## src/pcr_pkg.sv

```systemverilog
// shared constants and carrier types for the port configuration / partner page block
package pcr_pkg;

  // ==========================================================
  // management frame layout
  localparam logic [4:0] REG_PARTNER_NP  = 5'h08;
  localparam logic [4:0] REG_PORT_CFG    = 5'h10;
  localparam logic [1:0] OP_READ         = 2'h2;
  localparam logic [1:0] OP_WRITE        = 2'h1;
  localparam int         PREAMBLE_LEN    = 32;
  localparam int         HDR_BITS        = 13;
  localparam int         DATA_BITS       = 16;
  localparam int         TA_BITS         = 2;
  localparam logic [4:0] HDR_LAST        = 5'(HDR_BITS - 1);
  localparam logic [4:0] DATA_LAST       = 5'(DATA_BITS - 1);
  localparam logic [4:0] SKIP_LAST       = 5'(TA_BITS + DATA_BITS - 1);
  localparam int         HDR_ST_BIT      = 12;
  localparam int         HDR_OP_HI       = 11;
  localparam int         HDR_OP_LO       = 10;
  localparam int         HDR_PHY_HI      = 9;
  localparam int         HDR_PHY_LO      = 5;
  localparam int         HDR_REG_HI      = 4;
  localparam logic [5:0] PRE_CNT_MAX     = 6'h3f;

  // ==========================================================
  // register reset values and masks
  localparam logic [15:0] CFG_RESET      = 16'h0084;
  localparam logic [15:0] CFG_WR_MASK    = 16'h7faf;
  localparam logic [15:0] NP_RESET       = 16'h0000;
  localparam logic [15:0] READ_UNMAPPED  = 16'h0000;

  typedef struct packed {
    logic        reserved15;
    logic        linkTestDisable;
    logic        txDisable;
    logic        scramblerBypass;
    logic        coderBypass;
    logic        jabberDisable;
    logic        sqeEnable;
    logic        tpLoopbackOff;
    logic        crsSelect;
    logic        reserved6;
    logic        preambleEnable;
    logic        reserved4;
    logic        serialMode;
    logic        farEndFaultEn;
    logic        altNextPage;
    logic        fiberSelect;
  } pcr_cfg_t;

  typedef struct packed {
    logic        nextPage;
    logic        ack;
    logic        messagePage;
    logic        ack2;
    logic        toggle;
    logic [10:0] code;
  } pcr_np_t;

  // qualified controls that steer the port datapath
  typedef struct packed {
    logic linkPass;
    logic txEnable;
    logic scramblerBypass;
    logic coderBypass;
    logic jabberEnable;
    logic sqeEnable;
    logic tpLoopback;
    logic crsExtend;
    logic preambleDeliver;
    logic serialMode;
    logic farEndFaultEn;
    logic altNextPage;
    logic fiberMode;
  } pcr_ctrl_t;

  typedef enum logic [4:0] {
    ST_IDLE = 5'b00001,
    ST_HDR  = 5'b00010,
    ST_TA   = 5'b00100,
    ST_DATA = 5'b01000,
    ST_SKIP = 5'b10000
  } pcr_state_t;

endpackage : pcr_pkg

```

## src/pcr_port_regs.sv

```systemverilog
// management-reachable partner next page and port configuration registers of one port
`timescale 1ns/1ps
`default_nettype none

module pcr_port_regs
  import pcr_pkg::*;
#(
  parameter int PREAMBLE_MIN = pcr_pkg::PREAMBLE_LEN
)(
  input  wire logic              clock,
  input  wire logic              nrst,
  input  wire logic [4:0]        phyAddr,
  input  wire logic              strapFiber,
  input  wire logic              mdc,
  input  wire logic              mdioIn,
  output logic                   mdioOut,
  output logic                   mdioOe,
  input  wire logic              npLoad,
  input  wire pcr_pkg::pcr_np_t  npWord,
  input  wire logic              mrPageRx,
  input  wire logic              linkRaw,
  input  wire logic              speed100,
  input  wire logic              fullDuplex,
  output pcr_pkg::pcr_cfg_t      cfgOut,
  output pcr_pkg::pcr_ctrl_t     ctrlOut,
  output logic                   pageReceived
);
  import pcr_pkg::*;

  // ==========================================================
  // parameter checks
  // the preamble counter saturates at its top code, so longer preambles still qualify
  if (PREAMBLE_MIN < 1 || PREAMBLE_MIN > int'(PRE_CNT_MAX))
  begin : g_bad_preamble
    $error("PREAMBLE_MIN must lie in 1..63");
  end

  localparam logic [5:0] PRE_MIN = 6'(PREAMBLE_MIN);

  // ==========================================================
  // state
  pcr_state_t  state_reg,   state_next;
  logic [5:0]  preCnt_reg,  preCnt_next;
  logic [4:0]  bitCnt_reg,  bitCnt_next;
  logic [15:0] shift_reg,   shift_next;
  logic        isRead_reg,  isRead_next;
  logic [4:0]  regAddr_reg, regAddr_next;
  logic        mdioOut_reg, mdioOut_next;
  logic        mdioOe_reg,  mdioOe_next;
  logic        mdcPrev_reg;
  pcr_cfg_t    cfg_reg,     cfg_next;
  pcr_np_t     np_reg,      np_next;
  pcr_ctrl_t   ctrl_reg,    ctrl_next;
  logic        pageRx_reg,  pageRx_next;

  logic        mdcRise;
  logic [12:0] hdr;
  logic [15:0] rdData;
  logic [15:0] wrData;
  logic        hdrStart;
  logic [1:0]  hdrOp;
  logic [4:0]  hdrPhy;
  logic [4:0]  hdrReg;
  logic        hdrLegalOp;

  // ==========================================================
  // edge detect and header decode
  assign mdcRise = mdc & ~mdcPrev_reg;
  assign hdr     = {shift_reg[HDR_BITS-2:0], mdioIn};
  assign wrData  = {shift_reg[14:0], mdioIn};

  // header fields by name: the bits shifted in so far plus the one on the line now
  assign hdrStart   = hdr[HDR_ST_BIT];
  assign hdrOp      = hdr[HDR_OP_HI:HDR_OP_LO];
  assign hdrPhy     = hdr[HDR_PHY_HI:HDR_PHY_LO];
  assign hdrReg     = hdr[HDR_REG_HI:0];
  assign hdrLegalOp = (hdrOp == OP_READ) || (hdrOp == OP_WRITE);

  // ==========================================================
  // read data mux
  // reserved bits are never stored, so they read back as zero whatever was written
  always_comb
  begin
    unique case (regAddr_reg)
      REG_PARTNER_NP: rdData = np_reg;
      REG_PORT_CFG:   rdData = cfg_reg & CFG_WR_MASK;
      default:        rdData = READ_UNMAPPED;
    endcase
  end

  // ==========================================================
  // management frame engine and register writes
  always_comb
  begin
    state_next   = state_reg;
    preCnt_next  = preCnt_reg;
    bitCnt_next  = bitCnt_reg;
    shift_next   = shift_reg;
    isRead_next  = isRead_reg;
    regAddr_next = regAddr_reg;
    mdioOut_next = mdioOut_reg;
    mdioOe_next  = mdioOe_reg;
    cfg_next     = cfg_reg;
    if (mdcRise)
    begin
      unique case (state_reg)
        ST_IDLE:
        begin
          if (mdioIn)
            preCnt_next = (preCnt_reg == PRE_CNT_MAX) ? preCnt_reg : preCnt_reg + 6'h01;
          else
          begin
            // a zero after enough ones is the first start bit
            if (preCnt_reg >= PRE_MIN)
            begin
              state_next  = ST_HDR;
              bitCnt_next = '0;
            end
            preCnt_next = '0;
          end
        end
        ST_HDR:
        begin
          shift_next  = {shift_reg[14:0], mdioIn};
          bitCnt_next = bitCnt_reg + 5'h01;
          if (bitCnt_reg == HDR_LAST)
          begin
            bitCnt_next  = '0;
            regAddr_next = hdrReg;
            isRead_next  = (hdrOp == OP_READ);
            if (hdrStart && hdrPhy == phyAddr && hdrLegalOp)
              state_next = ST_TA;
            else
              state_next = ST_SKIP;   // a frame for another port's address, bad start bit or bad opcode: sit it out
          end
        end
        ST_TA:
        begin
          bitCnt_next = bitCnt_reg + 5'h01;
          if (bitCnt_reg == '0)
          begin
            // on a read the station has let go of the line; take it over with a zero
            mdioOe_next  = isRead_reg;
            mdioOut_next = 1'b0;
          end
          else
          begin
            state_next  = ST_DATA;
            bitCnt_next = '0;
            if (isRead_reg)
            begin
              mdioOut_next = rdData[15];
              shift_next   = {rdData[14:0], 1'b0};
            end
          end
        end
        ST_DATA:
        begin
          bitCnt_next = bitCnt_reg + 5'h01;
          if (isRead_reg)
          begin
            // most significant bit first, one bit per mdc period
            mdioOut_next = shift_reg[15];
            shift_next   = {shift_reg[14:0], 1'b0};
          end
          else
            shift_next = wrData;
          if (bitCnt_reg == DATA_LAST)
          begin
            state_next  = ST_IDLE;
            mdioOe_next = 1'b0;
            preCnt_next = '0;
            // the partner page register takes no write at all
            if (!isRead_reg && regAddr_reg == REG_PORT_CFG)
              cfg_next = pcr_cfg_t'(wrData & CFG_WR_MASK);
          end
        end
        // turnaround and data of a frame meant for another port or with a bad start bit or opcode
        ST_SKIP:
        begin
          bitCnt_next = bitCnt_reg + 5'h01;
          if (bitCnt_reg == SKIP_LAST)
          begin
            state_next  = ST_IDLE;
            preCnt_next = '0;
          end
        end
        default:
          state_next = ST_IDLE;
      endcase
    end
  end

  // ==========================================================
  // partner page capture and page-received flag
  always_comb
  begin
    // the page word is kept as received; its fields are the partner's to define
    np_next     = npLoad ? npWord : np_reg;
    pageRx_next = pageRx_reg;
    if (cfg_reg.altNextPage && (!mrPageRx || cfg_reg.txDisable))
      pageRx_next = 1'b0;
    // a new page in the clearing cycle must not be lost
    if (npLoad)
      pageRx_next = 1'b1;
  end

  // ==========================================================
  // qualified datapath controls
  // registered one clock behind the config so the datapath sees glitch-free levels
  always_comb
  begin
    ctrl_next.linkPass        = linkRaw | cfg_reg.linkTestDisable;
    ctrl_next.txEnable        = ~cfg_reg.txDisable;
    ctrl_next.scramblerBypass = speed100 & ~cfg_reg.fiberSelect
                                & cfg_reg.scramblerBypass;
    ctrl_next.coderBypass     = speed100 & cfg_reg.coderBypass;
    ctrl_next.jabberEnable    = ~speed100 & ~cfg_reg.jabberDisable;
    ctrl_next.sqeEnable       = ~speed100 & cfg_reg.sqeEnable;
    ctrl_next.tpLoopback      = ~speed100 & ~fullDuplex
                                & ~cfg_reg.tpLoopbackOff;
    ctrl_next.crsExtend       = ~speed100 & cfg_reg.crsSelect;
    ctrl_next.preambleDeliver = cfg_reg.preambleEnable;
    ctrl_next.serialMode      = ~speed100 & cfg_reg.serialMode;
    ctrl_next.farEndFaultEn   = cfg_reg.farEndFaultEn;
    ctrl_next.altNextPage     = cfg_reg.altNextPage;
    ctrl_next.fiberMode       = cfg_reg.fiberSelect;
  end

  // ==========================================================
  // registers
  always_ff @(posedge clock)
  begin
    if (!nrst)
    begin
      state_reg   <= ST_IDLE;
      preCnt_reg  <= '0;
      bitCnt_reg  <= '0;
      shift_reg   <= '0;
      isRead_reg  <= 1'b0;
      regAddr_reg <= '0;
      mdioOut_reg <= 1'b0;
      mdioOe_reg  <= 1'b0;
      // follow the pin through reset so a line left high is not seen as a fresh rise
      mdcPrev_reg <= mdc;
      // synchronous reset, so the strap is sampled on the clock edge
      cfg_reg     <= pcr_cfg_t'({CFG_RESET[15:1], strapFiber});
      np_reg      <= pcr_np_t'(NP_RESET);
      ctrl_reg    <= '0;
      pageRx_reg  <= 1'b0;
    end
    else
    begin
      state_reg   <= state_next;
      preCnt_reg  <= preCnt_next;
      bitCnt_reg  <= bitCnt_next;
      shift_reg   <= shift_next;
      isRead_reg  <= isRead_next;
      regAddr_reg <= regAddr_next;
      mdioOut_reg <= mdioOut_next;
      mdioOe_reg  <= mdioOe_next;
      mdcPrev_reg <= mdc;
      cfg_reg     <= cfg_next;
      np_reg      <= np_next;
      ctrl_reg    <= ctrl_next;
      pageRx_reg  <= pageRx_next;
    end
  end

  // ==========================================================
  // outputs, each straight from its flip-flop
  assign mdioOut      = mdioOut_reg;
  assign mdioOe       = mdioOe_reg;
  assign cfgOut       = cfg_reg;
  assign ctrlOut      = ctrl_reg;
  assign pageReceived = pageRx_reg;

endmodule : pcr_port_regs

`default_nettype wire

```

## config.mk

```make
export PLATFORM = sky130hd
export DESIGN_NAME = pcr_port_regs
export DESIGN_NICKNAME = d
export VERILOG_FILES = /design/src/pcr_pkg.sv /design/src/pcr_port_regs.sv
export SDC_FILE = /design/constraint.sdc
export NUM_CORES = 1
export LEC_CHECK = 0
export BUFFER_PORTS_ARGS = -buffer_cell sky130_fd_sc_hd__buf_4
export CAP_MARGIN = 25
export CORE_UTILIZATION = 40
export DETAILED_ROUTE_END_ITERATION = 12
export SYNTH_ARGS = -nofsm -noshare
export SYNTH_HDL_FRONTEND = slang
export SYNTH_SLANG_ARGS = --single-unit
```

## constraint.sdc

```tcl
create_clock -name clock -period 3 [get_ports clock]
set_clock_uncertainty 0.1 [all_clocks]
set_input_delay 0.15 -clock clock [delete_from_list [all_inputs] [get_ports clock]]
set_output_delay 0.15 -clock clock [all_outputs]
set_load 0.02 [all_outputs]
```

==> impl_metrics.env, run 1 <==
export IMPL_status="complete, no violations"
export IMPL_root_buffer="clkbuf_8"
export IMPL_synth_flop_cell="dfxtp_1"
export IMPL_start_util_pct=41.9
export IMPL_vias=3297
export IMPL_min_from="mdioIn"
export IMPL_drc=0
export IMPL_min_period_ps=2400
export IMPL_crit_path_max_fanout=6
export IMPL_hold_end="regAddr_reg[0]"
export IMPL_ys_seq_elements=84
export IMPL_synth_distinct_cells=64
export IMPL_drt_pass1_iterations=4
export IMPL_grtUsageMet3_pct=2.90
export IMPL_grt_overflow=0
export IMPL_multi_input_area_um2=2000
export IMPL_clk_latency_ps=350
export IMPL_instances_no_fill=624
export IMPL_hold_viol_final=0
export IMPL_rsz0062_at_grt="false"
export IMPL_cts_tree="done"
export IMPL_first_iter_violations=157
export IMPL_total_power_mw=2.04
export IMPL_yosysMostFrequentCell="dfxtp_1"
export IMPL_grt_pass1_wl_mm=15.5
export IMPL_setup_violations=0
export IMPL_cp_num_buf_inv=1
export IMPL_die_y_um=101
export IMPL_die_area_um2=10300
export IMPL_wl_per_cell_um=15.2
export IMPL_grt_max_degree=48
export IMPL_slew_violations=0
export IMPL_nets=529
export IMPL_grt_use_total_pct=19.3
export IMPL_hold_depth=3
export IMPL_p_leak_nw=1.91
export IMPL_synth_cells=428
export IMPL_cp_arrival_ps=2550
export IMPL_cts_buffers=9
export IMPL_fp_dieW_um=101
export IMPL_synth_area_um2=3940
export IMPL_max_slew_margin_rel_pct=57.0
export IMPL_vias_per_cell=5.28
export IMPL_synthTopCellsByCount="dfxtp_1, nand2_1, nor2_1, mux2i_1"
export IMPL_wl_mm=9.49
export IMPL_std_cell_rows=35
export IMPL_crit_required_ps=3150
export IMPL_io_pins=63
export IMPL_busiest_layer="met2"
export IMPL_grt_util_met2_pct=31.8
export IMPL_clock_fmax_ghz=0.417
export IMPL_dp_hpwl_mm=6.45
export IMPL_ctsLongestPathBuffers=2
export IMPL_cts_num_sinks=84
export IMPL_dpl_cell_count=587
export IMPL_r2r_start="bitCnt_reg[0]"
export IMPL_cts_max_level=3
export IMPL_coreArea_um2=9420
export IMPL_first_global_vias=3168
export IMPL_startpoint_type="register"
export IMPL_max_stage_delay_ps=430
export IMPL_period_share_pct=79.9
export IMPL_yosys_area_top_type="dfxtp_1"
export IMPL_synthArstFlopShare_pct=0
export IMPL_yosysTopAreaCellShare_pct=42.1
export IMPL_critPathKind="register to register"
export IMPL_path_common_cell="ha_1"
export IMPL_peakVddDrop_mv=0.235
export IMPL_worst_slew_pin_slew_ps=645
export IMPL_place_gp_congestion=0.872
export IMPL_regArea_um2=1690
export IMPL_crit_family="simple AND/OR/NAND/NOR gates"
export IMPL_power_density_nw_per_um2=427
export IMPL_fillers=901
export IMPL_rr_worst_depth=8
export IMPL_hold_slack_ps=30.2
export IMPL_r2r_end="state_reg[0]"
export IMPL_diodes=0
export IMPL_drive_gt1_share_pct=20.2
export IMPL_synth_warnings=0
export IMPL_grt_use_met1_pct=25.9
export IMPL_netlist_top_cells_area="dfxtp_1, mux2i_1, nand2_1"
export IMPL_worstPathCellList="ha_1 > and3_1 > ha_1 > inv_1 > a31oi_2 > nand4_1 > nor2_2 > mux2_2"
export IMPL_tns_ps=0
export IMPL_slowest_stage="dfxtp_1"
export IMPL_ant_nets=0
export IMPL_avgSynthCellArea_um2=9.21
export IMPL_synth_edf_count=1
export IMPL_hold_class="primary input to register"
export IMPL_area_delta_synth_final_pct=21.1
export IMPL_clk_pin_slew_ps=90
export IMPL_utilization_pct=50.7
export IMPL_regToRegSetupSlack_ps=600
export IMPL_worstSetupEndpointType="register"
export IMPL_antenna_found_initial=0
export IMPL_seq_area_frac_synth_pct=42.9
export IMPL_io_buffer_count=59
export IMPL_drv_cap=0
==> cells in the final DEF, fill, tap and decap left out, types with 5 or more instances in the layout <==
cell type / n
dfxtp_1: 83
nor2_1: 31
clkbuf_8: 9
nor2b_1: 5
a221o_1: 13
buf_4: 64
nand3_1: 15
a21oi_1: 18
dlygate4sd3_1: 22
inv_1: 13
nand2b_1: 8
mux2i_1: 25
o21ai_0: 17
ha_1: 7
o22ai_1: 14
and2_1: 11
nand2_1: 54
==> report_power, final <==
part / switching (mW) / internal, mW / leakage [nW]
registers: 0.0123 / 1.14 / 0.684
clock network: 0.430 / 0.304 / 0.0826
logic: 0.0751 / 0.0791 / 1.14
total: 0.518 / 1.52 / 1.91
==> tightest hold or removal path: cells and delay by family <==
kind / cells / cell delay, ps
simple gates: 1 / 70
mux: 1 / 80
buf+inv: 1 / 140
==> stage by stage <==
stage	worst slack [ps]	cell area (µm²)
after floorplan	856	3950
after global placement	682	4380
after detailed placement	630	4380
after CTS	612	4780
after global routing	384	4780
final	603	4780
==> how the worst max path moves through the flow <==
stage	slack [ps]	depth (start not counted)	to	startpoint
floorplan	860	8	state_reg[0]	bitCnt_reg[0]
global placement	680	8	state_reg[0]	bitCnt_reg[0]
detailed placement	630	8	state_reg[0]	bitCnt_reg[0]
CTS	610	8	state_reg[0]	bitCnt_reg[0]
global route	380	8	state_reg[0]	bitCnt_reg[0]
finish	600	8	state_reg[0]	bitCnt_reg[0]
==> cells by family (layout without fill, tap and decap cells) <==
| group | Yosys count | after routing | synth area share [%] |
|---|---|---|---|
| adder cells (fa/ha/maj) | 7 | 7 | 2.22 |
| multiplexers | 27 | 27 | 6.92 |
| flip-flops | 84 | 84 | 42.9 |
| AO/OA/AOI/OAI | 94 | 94 | 18.8 |
| other | 1 | 3 | 0.0951 |
| AND/OR/NAND/NOR | 158 | 158 | 20.7 |
| XOR/XNOR | 8 | 8 | 1.78 |
| buffers and inverters | 49 | 114 | 6.54 |
==> layer usage <==
metal,wire [µm],up-vias
li1,-,1646
met1,4650,1554
met2,4260,85
met3,440,12
met4,144,0
met5,0,-
==> area by class of cell <==
cell class	count	area share [%]
sequential	84	35.4
clock buffer	9	2.59
multi-input combinational	297	41.9
clock inverter	6	0.996
inverter	13	1.02
timing repair buffer	86	14.7
tap	129	3.38
==> timing repair <==
action                                 CTS  global route
hold buffers                            22             0
gates resized for setup                  0             0
endpoints found under the hold margin   23             0
setup buffers                            0             0
(Power assumes the default switching activity.)
==> run 2: changes to the inputs <==
Clock period 3 ns to 1.9 ns, I/O delays scaled along.
==> run 2 against run 1 <==
  * The run now ends with negative setup slack left
  * Sequential cell count unchanged
  * Critical path type unchanged
  * Via count is 6.2% higher
  * Highest routed layer unchanged
  * Final cell count grew 9.0%
  * Sequential share of layout area fell by 4.3 points
  * Setup slack worse by 690 ps
  * Final area up 15%
==> impl_metrics.env, run 2 (same netlist as run 1, synthesis figures left out) <==
export IMPL_cts_max_level=3
export IMPL_diodes=0
export IMPL_crit_required_ps=2040
export IMPL_slowest_stage="dfxtp_4"
export IMPL_cp_arrival_ps=2130
export IMPL_area_delta_synth_final_pct=39.8
export IMPL_dp_hpwl_mm=6.89
export IMPL_place_gp_congestion=0.830
export IMPL_wl_mm=10.2
export IMPL_max_stage_delay_ps=390
export IMPL_vias_per_cell=5.15
export IMPL_cts_num_sinks=84
export IMPL_hold_viol_final=0
export IMPL_instances_no_fill=680
export IMPL_worstPathCellList="ha_4 > and3_4 > ha_4 > inv_4 > a31oi_4 > nand4_1 > nor2_2 > mux2_4"
export IMPL_fp_dieW_um=101
export IMPL_crit_path_start="bitCnt_reg[1]"
export IMPL_grt_pass1_wl_mm=16.4
export IMPL_drc=0
export IMPL_p_leak_nw=2.28
export IMPL_ant_nets=0
export IMPL_violations="negative setup slack"
export IMPL_crit_family="simple AND/OR/NAND/NOR gates"
export IMPL_rsz0062_at_grt="true"
export IMPL_grt_overflow=0
export IMPL_hold_class="primary input to register"
export IMPL_die_area_um2=10300
export IMPL_worstSetupEndpointType="register"
export IMPL_crit_path_max_fanout=4
export IMPL_final_common_cell="buf_4"
export IMPL_cts_tree="done"
export IMPL_grt_use_total_pct=20.5
export IMPL_dpl_cell_count=623
export IMPL_first_global_vias=3343
export IMPL_critPathKind="register to register"
export IMPL_std_cell_rows=35
export IMPL_most_common_layout_cells="buf_4, dfxtp_1, nand2_1, nor2_1, mux2i_1"
export IMPL_ctsLongestPathBuffers=2
export IMPL_peakVddDrop_mv=0.404
export IMPL_pre_cts_ws_ps=-179
export IMPL_setup_violations=27
export IMPL_worst_slew_pin_slew_ps=541
export IMPL_io_pins=63
export IMPL_grt_max_degree=41
export IMPL_clk_pin_slew_ps=90
export IMPL_root_buffer="clkbuf_8"
export IMPL_cp_num_buf_inv=1
export IMPL_total_power_mw=3.46
export IMPL_final_area_um2=5510
export IMPL_drv_cap=0
export IMPL_io_buffer_count=59
export IMPL_clock_fmax_ghz=0.504
export IMPL_nets=584
export IMPL_place_area_um2=4720
export IMPL_power_density_nw_per_um2=627
export IMPL_min_period_ps=1980
export IMPL_cts_buffers=9
export IMPL_setup_slack_ps=-83.5
export IMPL_r2r_start="bitCnt_reg[1]"
export IMPL_slew_violations=0
export IMPL_period_share_pct=104
export IMPL_status="complete, but fails checks"
export IMPL_coreArea_um2=9420
export IMPL_drive_gt1_share_pct=33.9
export IMPL_first_iter_violations=113
export IMPL_start_util_pct=41.9
export IMPL_wl_per_cell_um=14.9
export IMPL_die_y_um=101
export IMPL_antenna_found_initial=0
export IMPL_path_common_cell="ha_4"
export IMPL_startpoint_type="register"
export IMPL_max_slew_margin_rel_pct=63.8
export IMPL_min_from="nrst"
export IMPL_drt_pass1_iterations=4
export IMPL_vias=3503
export IMPL_clk_latency_ps=350
[run 2: area by class of cell]
type                            count  area, µm²
Clock inverter                      5       66.3
Inverter                           13       53.8
Multi-Input combinational cell    298       2190
Timing Repair Buffer              140       1170
Tap cell                          129        161
Clock buffer                       11        153
Fill cell                         840       3900
Sequential cell                    84       1720
[run 2: worst register-to-register path, delay by kind of cell, from the launching register on]
| family | cells | cell delay (ps) |
|---|---|---|
| AO/OA/AOI/OAI | 1 | 250 |
| adder cells (fa/ha/maj) | 2 | 260 |
| buffers and inverters | 1 | 40 |
| flip-flops | 1 | 390 |
| multiplexers | 1 | 310 |
| AND/OR/NAND/NOR | 3 | 540 |
[run 2: repair_timing]
action	CTS	global route
endpoints found under the setup margin	39	49
hold endpoints to repair	28	0
gates resized for setup	24	30
setup buffers	6	11
cloned	0	1
pin swaps	9	19
hold buffers	23	0
[run 2: power by group]
part	switching [mW]	internal, mW
Combinational	0.123	0.135
Sequential	0.0196	1.79
Clock	0.687	0.705
Total	0.830	2.63
[run 2: final timing paths]
kind	endpoint	slack [ps]	depth (start not counted)
hold / removal	state_reg[1]	0.6	3
hold reg to reg	preCnt_reg[0]	380	2
setup / recovery	state_reg[0]	-80	8
setup reg to reg	state_reg[0]	-80	8
[run 2: metal layers]
metal / part of all wire, % / vias up / wire length, µm / global-route usage, %
met4: 1.2 / 0 / 122 / 6.13
met3: 4.0 / 10 / 402 / 3.31
li1: - / 1746 / - / -
met1: 48 / 1659 / 4870 / 27.7
met2: 47 / 88 / 4760 / 33.8
met5: 0 / - / 0 / 0
[run 2: per-stage QoR]
stage / TNS (ps) / hold WS (ps) / util [%]
floorplan: -65.3 / 22.7 / -
global placement: -1100 / 119 / 50.1
detailed placement: -2520 / 118 / 50.1
CTS: -411 / 4.26 / 56.3
global route: -4590 / 30.5 / 58.6
finish: -906 / 0.562 / 58.6
